`config.mk`:
```
export PLATFORM = sky130hd
export DESIGN_NAME = pmc_top
export DESIGN_NICKNAME = d
export VERILOG_FILES = /design/src/pmc_pkg.sv /design/src/pmc_top.sv /design/src/pmc_sync.sv /design/src/pmc_seq_cnt.sv
export SDC_FILE = /design/constraint.sdc
export NUM_CORES = 1
export LEC_CHECK = 0
export BUFFER_PORTS_ARGS = -buffer_cell sky130_fd_sc_hd__buf_2
export CORE_UTILIZATION = 29
export CTS_CLUSTER_SIZE = 25
export DETAILED_ROUTE_END_ITERATION = 10
export SETUP_SLACK_MARGIN = 0.05
export SYNTH_ARGS = -nofsm -noshare
export SYNTH_HDL_FRONTEND = slang
export SYNTH_SLANG_ARGS = --single-unit
```
`constraint.sdc`:
```
create_clock -name i_clk_sys -period 2.75 [get_ports i_clk_sys]
set_input_delay 0.55 -clock i_clk_sys [delete_from_list [all_inputs] [get_ports i_clk_sys]]
set_output_delay 0.55 -clock i_clk_sys [all_outputs]
set_load 0.1 [all_outputs]
```
`src/pmc_pkg.sv`:
```
package pmc_pkg;

    ////////////////////////////////////////////////////////////////////////
    // Register map, byte addresses on APB
    localparam int ADDR_W = 12;
    localparam logic [11:0] CTRL_OFFSET = 12'h000;
    localparam logic [11:0] STATUS_OFFSET = 12'h004;

    // Control register fields
    localparam int CTRL_MODE_LSB = 0;
    localparam int CTRL_IDLE_BIT = 2;
    localparam int CTRL_CLKSRC_BIT = 3;
    localparam int CTRL_SLOWSRC_BIT = 4;
    localparam int CTRL_USB_BIT = 5;

    // Status register fields
    localparam int STAT_MODE_LSB = 0;
    localparam int STAT_XSTB_BIT = 3;
    localparam int STAT_CPUGATE_BIT = 4;
    localparam int STAT_ONXTAL_BIT = 5;
    localparam int STAT_IOHOLD_BIT = 6;

    // Reset values
    localparam logic [1:0] MODE_RESET = 2'h0;
    localparam logic CLKSRC_RESET = 1'h1;
    localparam logic SLOWSRC_RESET = 1'h1;
    localparam logic USB_RESET = 1'h0;

    // Sleep-mode field codes
    localparam logic [1:0] SEL_CPU_IDLE = 2'h0;
    localparam logic [1:0] SEL_LIGHT = 2'h1;
    localparam logic [1:0] SEL_DEEP = 2'h2;
    localparam logic [1:0] SEL_LOWEST = 2'h3;

    // Clock source select: 0 picks the crystal oscillator
    localparam logic CLKSRC_CRYSTAL = 1'h0;
    // Low-speed select: 1 picks the slow RC oscillator
    localparam logic SLOWSRC_RC = 1'h1;

    ////////////////////////////////////////////////////////////////////////
    // Power-down and power-up sequence lengths
    localparam int CLK_PERIOD_NS = 8;
    localparam int SEQ_FAST_NS = 40;
    localparam int SEQ_SLOW_NS = 200;
    localparam int SEQ_FAST_CYC = (SEQ_FAST_NS + CLK_PERIOD_NS - 1) / CLK_PERIOD_NS;
    localparam int SEQ_SLOW_CYC = (SEQ_SLOW_NS + CLK_PERIOD_NS - 1) / CLK_PERIOD_NS;

    ////////////////////////////////////////////////////////////////////////
    typedef enum logic [2:0] {
        PMC_ACTIVE,
        PMC_CPU_IDLE,
        PMC_PWR_DOWN,
        PMC_LIGHT,
        PMC_DEEP,
        PMC_LOWEST,
        PMC_PWR_UP
    } pmc_state_t;

    typedef struct packed {
        logic core_reg;
        logic crystal;
        logic fast_rc;
        logic slow_rc;
        logic crystal_32k;
        logic cpu_clk;
    } pmc_enables_t;

    localparam pmc_enables_t EN_RESET = '{core_reg: 1'h1, crystal: 1'h0, fast_rc: 1'h1,
                                          slow_rc: 1'h1, crystal_32k: 1'h0, cpu_clk: 1'h1};

endpackage : pmc_pkg

```
`src/pmc_top.sv`:
```
// Function
// - Active: core regulator on, CPU runs, fast oscillator and one slow source.
// - CPU idle keeps oscillators and regulator as active, CPU executes nothing.
// - Light sleep: regulator on, fast oscillators off; wake on ext or timer.
// - Deep sleep: regulator off, fast oscillators off; wake on ext or timer.
// - Lowest power: regulator and all oscillators off; wake on ext only.
// - Deep and lowest modes discard USB state; avoid them while USB runs.
// - Wake from sleep by ext or timer resumes execution where it stopped.
// - Any enabled interrupt ends CPU idle and execution continues in place.
// - Reset from any mode restarts the program from its beginning.
// - Idle request in active mode with CPU idle selected gates CPU clock until an interrupt, ext wake or timer.
// - Light sleep stops fast oscillators; wake logic and slow source stay.
// - During light sleep all pins hold direction and level from before.
// - Short power-down sequence on light sleep entry, power-up on exit.
// - Software picks the mode first, then sets the idle request bit.
// - Hardware clears the sleep-mode field when a power mode is entered.
// - Wake from sleep clears sleep-mode field and the idle request.
// - After wake on crystal select, run on fast RC until crystal stable.
`timescale 1ns/1ps

module pmc_top #(
    parameter int SEQ_W = 8
) (
    input wire logic i_clk_sys,
    input wire logic i_rst_b,
    input wire logic i_psel,
    input wire logic i_penable,
    input wire logic i_pwrite,
    input wire logic [11:0] i_paddr,
    input wire logic [31:0] i_pwdata,
    input wire logic i_irq_any,
    input wire logic i_ext_wake,
    input wire logic i_sleep_timer_expired,
    input wire logic i_crystal_stable_flag,
    output pmc_pkg::pmc_enables_t o_en,
    output logic o_sys_clk_on_crystal,
    output logic o_io_hold,
    output logic o_usb_reset,
    output logic o_cpu_resume,
    output logic o_cpu_restart,
    output logic o_pready,
    output logic [31:0] o_prdata,
    output logic o_pslverr
);

    ////////////////////////////////////////////////////////////////////////
    // Pin-side inputs cross into the system clock
    logic [2:0] pins_s;
    logic ext_wake_s;
    logic timer_s;
    logic xstb_s;

    pmc_sync #(
        .W(3)
    ) u_sync (
        .i_clk_sys(i_clk_sys),
        .i_rst_b(i_rst_b),
        .i_async({i_ext_wake, i_sleep_timer_expired, i_crystal_stable_flag}),
        .o_sync(pins_s)
    );

    assign ext_wake_s = pins_s[2];
    assign timer_s = pins_s[1];
    assign xstb_s = pins_s[0];

    ////////////////////////////////////////////////////////////////////////
    // State
    pmc_pkg::pmc_state_t state;
    pmc_pkg::pmc_state_t next_state;
    logic [1:0] target;
    logic [1:0] next_target;
    logic [1:0] sleep_mode;
    logic [1:0] next_sleep_mode;
    logic clk_src_sel;
    logic next_clk_src_sel;
    logic slow_src_sel;
    logic next_slow_src_sel;
    logic usb_en;
    logic next_usb_en;
    pmc_pkg::pmc_enables_t next_en;
    logic next_on_crystal;
    logic next_io_hold;
    logic next_usb_reset;
    logic next_cpu_resume;
    logic next_pready;
    logic [31:0] next_prdata;
    logic next_pslverr;
    logic seq_start;
    logic [SEQ_W-1:0] seq_load;
    logic seq_done;
    logic wr_take;
    logic idle_req;
    logic [31:0] ctrl_rd;
    logic [31:0] status_rd;

    pmc_seq_cnt #(
        .W(SEQ_W)
    ) u_seq (
        .i_clk_sys(i_clk_sys),
        .i_rst_b(i_rst_b),
        .i_start(seq_start),
        .i_load(seq_load),
        .o_done(seq_done)
    );

    ////////////////////////////////////////////////////////////////////////
    // APB slave: one wait state, write takes effect on the completing edge
    assign wr_take = i_psel && i_penable && o_pready && i_pwrite
        && (i_paddr == pmc_pkg::CTRL_OFFSET);
    // Idle request is a write-one strobe; it always reads back as zero
    assign idle_req = wr_take && i_pwdata[pmc_pkg::CTRL_IDLE_BIT];

    always_comb
    begin
        ctrl_rd = 32'h0000_0000;
        ctrl_rd[pmc_pkg::CTRL_MODE_LSB +: 2] = sleep_mode;
        ctrl_rd[pmc_pkg::CTRL_CLKSRC_BIT] = clk_src_sel;
        ctrl_rd[pmc_pkg::CTRL_SLOWSRC_BIT] = slow_src_sel;
        ctrl_rd[pmc_pkg::CTRL_USB_BIT] = usb_en;
        status_rd = 32'h0000_0000;
        status_rd[pmc_pkg::STAT_MODE_LSB +: 3] = state;
        status_rd[pmc_pkg::STAT_XSTB_BIT] = xstb_s;
        status_rd[pmc_pkg::STAT_CPUGATE_BIT] = ~o_en.cpu_clk;
        status_rd[pmc_pkg::STAT_ONXTAL_BIT] = o_sys_clk_on_crystal;
        status_rd[pmc_pkg::STAT_IOHOLD_BIT] = o_io_hold;
    end

    always_comb
    begin
        next_pready = 1'b0;
        next_prdata = o_prdata;
        next_pslverr = 1'b0;
        if (i_psel && i_penable && !o_pready)
        begin
            next_pready = 1'b1;
            if (i_paddr == pmc_pkg::CTRL_OFFSET)
            begin
                next_prdata = ctrl_rd;
            end
            else if (i_paddr == pmc_pkg::STATUS_OFFSET)
            begin
                next_prdata = status_rd;
            end
            else
            begin
                next_prdata = 32'h0000_0000;
                next_pslverr = 1'b1;
            end
        end
    end

    ////////////////////////////////////////////////////////////////////////
    // Mode sequencer
    always_comb
    begin
        next_state = state;
        next_target = target;
        next_sleep_mode = sleep_mode;
        next_clk_src_sel = clk_src_sel;
        next_slow_src_sel = slow_src_sel;
        next_usb_en = usb_en;
        next_usb_reset = 1'b0;
        next_cpu_resume = 1'b0;
        seq_start = 1'b0;
        seq_load = SEQ_W'(pmc_pkg::SEQ_FAST_CYC);
        if (wr_take)
        begin
            next_sleep_mode = i_pwdata[pmc_pkg::CTRL_MODE_LSB +: 2];
            next_clk_src_sel = i_pwdata[pmc_pkg::CTRL_CLKSRC_BIT];
            next_slow_src_sel = i_pwdata[pmc_pkg::CTRL_SLOWSRC_BIT];
            next_usb_en = i_pwdata[pmc_pkg::CTRL_USB_BIT];
        end
        unique case (state)
            pmc_pkg::PMC_ACTIVE:
            begin
                // Mode already held in the field when the request lands
                if (idle_req)
                begin
                    if (sleep_mode == pmc_pkg::SEL_CPU_IDLE)
                    begin
                        next_state = pmc_pkg::PMC_CPU_IDLE;
                    end
                    else
                    begin
                        next_target = sleep_mode;
                        seq_start = 1'b1;
                        if (sleep_mode != pmc_pkg::SEL_LIGHT)
                        begin
                            seq_load = SEQ_W'(pmc_pkg::SEQ_SLOW_CYC);
                        end
                        next_state = pmc_pkg::PMC_PWR_DOWN;
                    end
                end
            end
            pmc_pkg::PMC_CPU_IDLE:
            begin
                if (i_irq_any || ext_wake_s || timer_s)
                begin
                    next_state = pmc_pkg::PMC_ACTIVE;
                    next_cpu_resume = 1'b1;
                end
            end
            pmc_pkg::PMC_PWR_DOWN:
            begin
                if (seq_done)
                begin
                    next_sleep_mode = pmc_pkg::SEL_CPU_IDLE;
                    unique case (target)
                        pmc_pkg::SEL_LIGHT: next_state = pmc_pkg::PMC_LIGHT;
                        pmc_pkg::SEL_DEEP: next_state = pmc_pkg::PMC_DEEP;
                        default: next_state = pmc_pkg::PMC_LOWEST;
                    endcase
                    if (target != pmc_pkg::SEL_LIGHT)
                    begin
                        // Core power drops, so USB state cannot survive
                        next_usb_en = 1'b0;
                        next_usb_reset = 1'b1;
                    end
                end
            end
            pmc_pkg::PMC_LIGHT:
            begin
                if (ext_wake_s || timer_s)
                begin
                    seq_start = 1'b1;
                    next_state = pmc_pkg::PMC_PWR_UP;
                end
            end
            pmc_pkg::PMC_DEEP:
            begin
                if (ext_wake_s || timer_s)
                begin
                    seq_start = 1'b1;
                    seq_load = SEQ_W'(pmc_pkg::SEQ_SLOW_CYC);
                    next_state = pmc_pkg::PMC_PWR_UP;
                end
            end
            pmc_pkg::PMC_LOWEST:
            begin
                // Sleep timer has no clock here, only the pin can wake
                if (ext_wake_s)
                begin
                    seq_start = 1'b1;
                    seq_load = SEQ_W'(pmc_pkg::SEQ_SLOW_CYC);
                    next_state = pmc_pkg::PMC_PWR_UP;
                end
            end
            pmc_pkg::PMC_PWR_UP:
            begin
                if (seq_done)
                begin
                    next_sleep_mode = pmc_pkg::SEL_CPU_IDLE;
                    next_state = pmc_pkg::PMC_ACTIVE;
                    next_cpu_resume = 1'b1;
                end
            end
            default:
            begin
                next_state = pmc_pkg::PMC_ACTIVE;
            end
        endcase
    end

    ////////////////////////////////////////////////////////////////////////
    // Enables from the mode
    always_comb
    begin
        logic awake;
        logic slow_on;
        awake = (state == pmc_pkg::PMC_ACTIVE) || (state == pmc_pkg::PMC_CPU_IDLE)
            || (state == pmc_pkg::PMC_PWR_DOWN) || (state == pmc_pkg::PMC_PWR_UP);
        slow_on = (next_state != pmc_pkg::PMC_LOWEST);
        next_en.core_reg = (next_state != pmc_pkg::PMC_DEEP)
            && (next_state != pmc_pkg::PMC_LOWEST);
        next_en.crystal = awake && (next_state != pmc_pkg::PMC_LIGHT)
            && (next_state != pmc_pkg::PMC_DEEP) && (next_state != pmc_pkg::PMC_LOWEST)
            && (next_clk_src_sel == pmc_pkg::CLKSRC_CRYSTAL);
        // Fast RC always runs while awake so there is a clock to fall back on
        next_en.fast_rc = awake && (next_state != pmc_pkg::PMC_LIGHT)
            && (next_state != pmc_pkg::PMC_DEEP)
            && (next_state != pmc_pkg::PMC_LOWEST);
        next_en.slow_rc = slow_on && (next_slow_src_sel == pmc_pkg::SLOWSRC_RC);
        next_en.crystal_32k = slow_on && (next_slow_src_sel != pmc_pkg::SLOWSRC_RC);
        next_en.cpu_clk = (next_state == pmc_pkg::PMC_ACTIVE);
        next_on_crystal = (state == pmc_pkg::PMC_ACTIVE || state == pmc_pkg::PMC_CPU_IDLE)
            && (clk_src_sel == pmc_pkg::CLKSRC_CRYSTAL) && o_en.crystal && xstb_s;
        next_io_hold = (next_state == pmc_pkg::PMC_LIGHT) || (next_state == pmc_pkg::PMC_DEEP)
            || (next_state == pmc_pkg::PMC_LOWEST);
    end

    ////////////////////////////////////////////////////////////////////////
    always_ff @(posedge i_clk_sys or negedge i_rst_b)
    begin
        if (!i_rst_b)
        begin
            state <= pmc_pkg::PMC_ACTIVE;
            target <= pmc_pkg::SEL_CPU_IDLE;
            sleep_mode <= pmc_pkg::MODE_RESET;
            clk_src_sel <= pmc_pkg::CLKSRC_RESET;
            slow_src_sel <= pmc_pkg::SLOWSRC_RESET;
            usb_en <= pmc_pkg::USB_RESET;
            o_en <= pmc_pkg::EN_RESET;
            o_sys_clk_on_crystal <= 1'b0;
            o_io_hold <= 1'b0;
            o_usb_reset <= 1'b0;
            o_cpu_resume <= 1'b0;
            o_cpu_restart <= 1'b1;
            o_pready <= 1'b0;
            o_prdata <= 32'h0000_0000;
            o_pslverr <= 1'b0;
        end
        else
        begin
            state <= next_state;
            target <= next_target;
            sleep_mode <= next_sleep_mode;
            clk_src_sel <= next_clk_src_sel;
            slow_src_sel <= next_slow_src_sel;
            usb_en <= next_usb_en;
            o_en <= next_en;
            o_sys_clk_on_crystal <= next_on_crystal;
            o_io_hold <= next_io_hold;
            o_usb_reset <= next_usb_reset;
            o_cpu_resume <= next_cpu_resume;
            o_cpu_restart <= 1'b0;
            o_pready <= next_pready;
            o_prdata <= next_prdata;
            o_pslverr <= next_pslverr;
        end
    end

endmodule : pmc_top

```
`src/pmc_sync.sv`:
```
`timescale 1ns/1ps

module pmc_sync #(
    parameter int W = 1
) (
    input wire logic i_clk_sys,
    input wire logic i_rst_b,
    input wire logic [W-1:0] i_async,
    output logic [W-1:0] o_sync
);

    logic [W-1:0] stage1;

    // First stage feeds only the second one
    always_ff @(posedge i_clk_sys or negedge i_rst_b)
    begin
        if (!i_rst_b)
        begin
            stage1 <= '0;
            o_sync <= '0;
        end
        else
        begin
            stage1 <= i_async;
            o_sync <= stage1;
        end
    end

endmodule : pmc_sync

```
`src/pmc_seq_cnt.sv`:
```
`timescale 1ns/1ps

module pmc_seq_cnt #(
    parameter int W = 8
) (
    input wire logic i_clk_sys,
    input wire logic i_rst_b,
    input wire logic i_start,
    input wire logic [W-1:0] i_load,
    output logic o_done
);

    logic [W-1:0] count;
    logic [W-1:0] next_count;
    logic busy;
    logic next_busy;
    logic next_done;

    always_comb
    begin
        next_count = count;
        next_busy = busy;
        next_done = 1'b0;
        if (i_start)
        begin
            next_count = i_load;
            next_busy = 1'b1;
        end
        else if (busy)
        begin
            if (count <= {{(W-1){1'b0}}, 1'b1})
            begin
                next_busy = 1'b0;
                next_done = 1'b1;
            end
            else
            begin
                next_count = count - {{(W-1){1'b0}}, 1'b1};
            end
        end
    end

    always_ff @(posedge i_clk_sys or negedge i_rst_b)
    begin
        if (!i_rst_b)
        begin
            count <= '0;
            busy <= 1'b0;
            o_done <= 1'b0;
        end
        else
        begin
            count <= next_count;
            busy <= next_busy;
            o_done <= next_done;
        end
    end

endmodule : pmc_seq_cnt

```
## Word-level counts from Yosys, hierarchy flattened

Cells that the tools add are included.

- Muxes and demuxes: 50
- Bitwise gates (word level): 5
- Add/sub/neg operators: 1
- Equality and inequality tests: 18
- Magnitude comparators: 1
- Reductions and logical operators: 34

Operators with widths:

| operator | number |
|---|---|
| 2-to-1 mux 1 bit | 25 |
| 2-to-1 mux 5 bit | 5 |
| 2-to-1 mux 8 bit | 3 |
| 2-to-1 mux 3 bit | 6 |
| one-hot mux 3 bit (6 select lines) | 1 |
| logical AND 1 bit | 16 |
| equality test 3 bit, second input constant | 5 |
| one-hot mux 5 bit (3 select lines) | 1 |
| 2-to-1 mux 7 bit | 2 |
| equality test 12 x 3 -> 1 bit, second input constant | 1 |
| zero test 12 bit | 1 |
| equality test 3 x 2 -> 1 bit, second input constant | 3 |
| less-or-equal comparator 8 x 1 -> 1 bit, second input constant | 1 |
| logical OR 1 bit | 8 |
| 2-to-1 mux 2 bit | 4 |
| subtractor 8 x 1 -> 8 bit, second input constant | 1 |
| zero test 3 bit | 2 |
| inequality test 3 bit, second input constant | 2 |
| one-hot mux 3 bit (2 select lines) | 1 |
| inverter 1 bit | 5 |
| inequality test 2 x 1 -> 1 bit, second input constant | 2 |
| OR reduction 2 bit | 2 |
| equality test 3 x 1 -> 1 bit, second input constant | 1 |
| inequality test 3 x 2 -> 1 bit, second input constant | 1 |
| 10 further kinds | 10 |

- Output and inout port bits: 45
- Logic and storage cells: 134
- Input port bits: 53
- Bits in registers: 71

## Logic depth before layout (Yosys ltp)

- Word-level depth: 12
- Gate-level depth with buffers: 8
- Mapped depth without buffers: 7

## Modules after synthesis

A second synthesis with hierarchy kept.

- Cell total of the unflattened synthesis: 228
- Area total of the unflattened synthesis: 2322.2 sq um

By module, submodules not included:

| module | area an instance (sq um) | instances | cells each | seq. area each (sq um) |
|---|---|---|---|---|
| pmc_top | 1575.3 | 1 | 157 | 759.5 |
| pmc_seq_cnt | 596.8 | 1 | 65 | 250.2 |
| pmc_sync | 150.1 | 1 | 6 | 150.1 |

## Worst setup path after synthesis

OpenSTA, ideal clock, no wires.

- Path kind: register to register
- From: register o_pready
- To: register u_seq.count[2]
- Setup time: 0.066 ns
- Slack: 0.296 ns
- Cell stages (with the launch flop): 7
- Arrival: 2.388 ns
- Clock period less this slack: 2.454 ns
- Buffers on the path: 1
- Data required time: 2.684 ns
- Cells stage by stage: dfrtp_1 -> nand4_1 -> or2_0 -> nor4_2 -> or2_2 -> clkbuf_1 -> a221o_1

- Cells in the longest elaborated chain, start to end: 8
- Elaborated cells on any way between the ends: 12
- Classes of those cells: eq/ne (1); mux (5); reduce/logical (6)

Ends and longest elaborated chain:

| what | RTL line | text |
|---|---|---|
| start: declaration | pmc_top.sv:41 | `output logic o_pready,` |
| start signal: assignment | pmc_top.sv:326 | `o_pready <= next_pready;` |
| logical AND 1 bit * (2 in series) | pmc_top.sv:108 | `assign wr_take = i_psel && i_penable && o_pready && i_pwrite` |
| logical AND 1 bit * | pmc_top.sv:109 | `&& (i_paddr == pmc_pkg::CTRL_OFFSET);` |
| logical AND 1 bit * | pmc_top.sv:111 | `assign idle_req = wr_take && i_pwdata[pmc_pkg::CTRL_IDLE_BIT];` |
| 2-to-1 mux 1 bit | pmc_top.sv:177 | `if (idle_req)` |
| one-hot mux 1 bit (3 select lines) | pmc_top.sv:173 | `unique case (state)` |
| inequality test 2 bit (no source line) / nonzero test 2 bit (equally long branches) | - |  |
| AND reduction 2 bit (no source line) | - |  |
| end signal: assignment | pmc_seq_cnt.sv:53 | `count <= next_count;` |
| end: declaration | pmc_seq_cnt.sv:13 | `logic [W-1:0] count;` |

Mark *: on every way between the ends. The rest lies on a longest branch, timed or not.
A chain may end at the register's enable or synchronous reset.

## Worst setup path in the final report

- From: register u_seq.count[3]
- To: register u_seq.count[4]

- Cells in the longest elaborated chain, start to end: 4
- Elaborated cells on any way between the ends: 7
- Classes of those cells: add/sub (1); order compare (1); eq/ne (1); mux (3); reduce/logical (1)

Ends and longest elaborated chain:

| what | RTL line | text |
|---|---|---|
| subtractor 8 x 1 -> 8 bit | pmc_seq_cnt.sv:38 | `next_count = count - {{(W-1){1'b0}}, 1'b1};` |
| 2-to-1 mux 8 bit | pmc_seq_cnt.sv:31 | `if (count <= {{(W-1){1'b0}}, 1'b1})` |
| 2-to-1 mux 8 bit | pmc_seq_cnt.sv:29 | `else if (busy)` |
| 2-to-1 mux 8 bit | pmc_seq_cnt.sv:24 | `if (i_start)` |

Several ways; a longest one is shown, not always the timed one. The select of a mux whose other input is x is not followed.

==> results.json <==
{
  "ant_nets": 0,
  "cts.sinks": 46,
  "fin_tns_setup_ps": 0,
  "drt-pass1-iter-count": 4,
  "finalSetupViolations": 0,
  "p_leak_nw": 1.239,
  "dp_hpwl_mm": 3.444,
  "maxCapViolations": 0,
  "finalCriticalPeriod_ps": 2304,
  "syn_avg_cell_area_um2": 10.17,
  "fmax_ghz": 0.4340,
  "clock_path_buffers": 2,
  "drt_iter0_markers": 83,
  "async_flop_share": 1.000,
  "numCtsBuffers": 5,
  "ys_top_cells_by_area": "dfrtp_1, buf_4, dfstp_2",
  "min_path_type": "in2async",
  "syn_to_final_growth_pct": 16.44,
  "routedWlPerCell_um": 12.21,
  "reg2reg_slack_ps": 450,
  "path_clk_slew_ps": 90,
  "die_area_um2": 8179,
  "num_antenna_cells": 0,
  "fin_nets": 328,
  "final.period_utilization": 0.8379,
  "ys_ff_latch": 46,
  "cts_tree": "done",
  "end_kind": "register",
  "grt_max_degree": 47,
  "antenna_found_initial": 0,
  "path_max_fanout": 9,
  "drive_gt1_frac": 0.2701,
  "timing.rr.start": "u_seq.count[3]",
  "insertion_delay_ps": 300,
  "yosysTopAreaCell": "dfrtp_1",
  "yosysWarningCount": 0,
  "gp_congestion": 0.8041,
  "ir_worst_vdd_mv": 0.1786,
  "grt-ovfl-total": 0,
  "post-synth-top-count-cell": "dfrtp_1",
  "design.core.area_um2": 7408,
  "htree_num_levels": 2,
  "r2r-end": "u_seq.count[4]",
  "reg2reg_depth": 4,
  "maxSlewViolCount": 0,
  "dp_cells": 365,
  "grt_pass1_vias": 1550,
  "vias": 1682,
  "routed_via_density": 4.509,
  "grtUsageTotal": 0.1169,
  "die-height_um": 90.44,
  "yosysSeqAreaShare": 0.5113,
  "die_width_um": 90.44,
  "hold_viol_final": 0,
  "grt_pass1_wl_mm": 7.672,
  "crit_type": "reg2reg",
  "io_buffers": 46,
  "tightest_slew_ps": 652.5,
  "status": "complete, no violations",
  "initial_core_util": 0.3062,
  "hold_slack_ps": 318.2,
  "rsz0062_at_grt": "false",
  "ctsHoldBuffers": 0,
  "cts_setup_buffers": 0,
  "ctsResizeCount": 0,
  "drc": 0,
  "power_density_nw_per_um2": 535.1,
  "synthDistinctLibCells": 53,
  "fillers": 759,
  "clockRootBuffer": "clkbuf_8",
  "layout.cells.non_filler": 373,
  "cp.arrival_ps": 2500,
  "crit_required_ps": 2950,
  "relSlewSlack": 0.5613,
  "yosys.area.top_type_share": 0.4302,
  "power_w": 0.001413,
  "row_count": 31,
  "syn_inst": 223,
  "synth_commonest_cells": "dfrtp_1, buf_4, nor2_1, nand2_1, o21ai_0",
  "syn_area_um2": 2268,
  "pin_count": 98,
  "totalWireLength_mm": 4.556,
  "synth-edff-count": 0,
  "ys.flop_type": "dfrtp_1",
  "worst_clock_skew_ps": 10.22,
  "critical_path.startpoint_type": "register"
}
==> metrics by stage <==
stage,area (um2),setup slack (ps),utilization
finish,2641,445.7,0.3565
global route,2641,358.9,0.3565
detailed placement,2529,289.4,0.3413
global placement,2529,279.3,0.3413
CTS,2641,450.0,0.3565
floorplan,2362,295.7,-
==> critical path: stages (launching register included) <==
cell and delay [ps]:
dfrtp_1 450, or4_4 590, o41a_1 530, or3_4 420, o211a_1 210
==> cells in the final DEF (no fill, tap or decap), types with 2 or more instances in the layout <==
master	instances
nand2_1	17
o21ai_0	14
nor4_1	5
a211oi_1	3
o31ai_1	9
nor3_1	4
nor2b_1	5
buf_2	46
nand3_1	5
or3_1	2
buf_4	5
xnor2_1	2
dfrtp_1	39
ha_1	2
inv_1	10
mux2i_1	7
nor2_1	19
conb_1	26
dfstp_2	7
clkbuf_8	5
a21oi_1	7
==> layout make-up <==
type	instances	area (um2)	share of cell area
Multi-Input combinational cell	159	939.7	0.3558
Timing Repair Buffer	51	267.8	0.1014
Clock buffer	5	68.82	0.02605
Inverter	10	37.54	0.01421
Tap cell	99	123.9	0.04690
Clock inverter	3	43.79	0.01658
Sequential cell	46	1160	0.4391
==> registers in the layout (all words and copies together) (netlist names), 2 cells and up <==
signal         count
sleep_mode         2
u_sync.o_sync      3
u_seq.count        8
o_en               6
state              3
target             2
u_sync.stage1      3
o_prdata           7
==> how the worst max path moves through the flow <==
stage,start,endpoint,cells after the start
6_report,u_seq.count[3],u_seq.count[4],4
5_1_grt,u_seq.count[3],u_seq.count[3],5
4_1_cts,u_seq.count[3],u_seq.count[4],4
3_5_place_dp,i_paddr[5],u_seq.count[3],7
3_3_place_gp,i_paddr[5],u_seq.count[3],7
2_1_floorplan,o_pready,u_seq.count[2],6
==> routing by layer <==
layer	wire, um	vias to the layer above	GRT usage
met5	0	-	0
met4	64	0	0.03629
met3	169	6	0.02862
met2	2066	51	0.1724
met1	2256	786	0.1676
li1	-	839	-
==> cell families (layout without fill, tap and decap cells) <==
logic type,count (synthesis),count (layout),synth area share
and+or+nand+nor,72,72,0.1677
AOI/OAI and AO/OA,48,48,0.1451
DFF,46,46,0.5113
buffers and inverters,43,69,0.1158
muxes,8,8,0.03585
xor gates and xnor gates,3,3,0.01159
adders and majority gates,2,2,0.01103
other,1,26,0.001653
==> report_power, final <==
group          total (W)  internal [W]  switching, W
Sequential      0.000688      0.000684    0.00000349
Clock           0.000503      0.000272      0.000231
Combinational   0.000222     0.0000212      0.000201
Power figures use the tool's default switching activity.
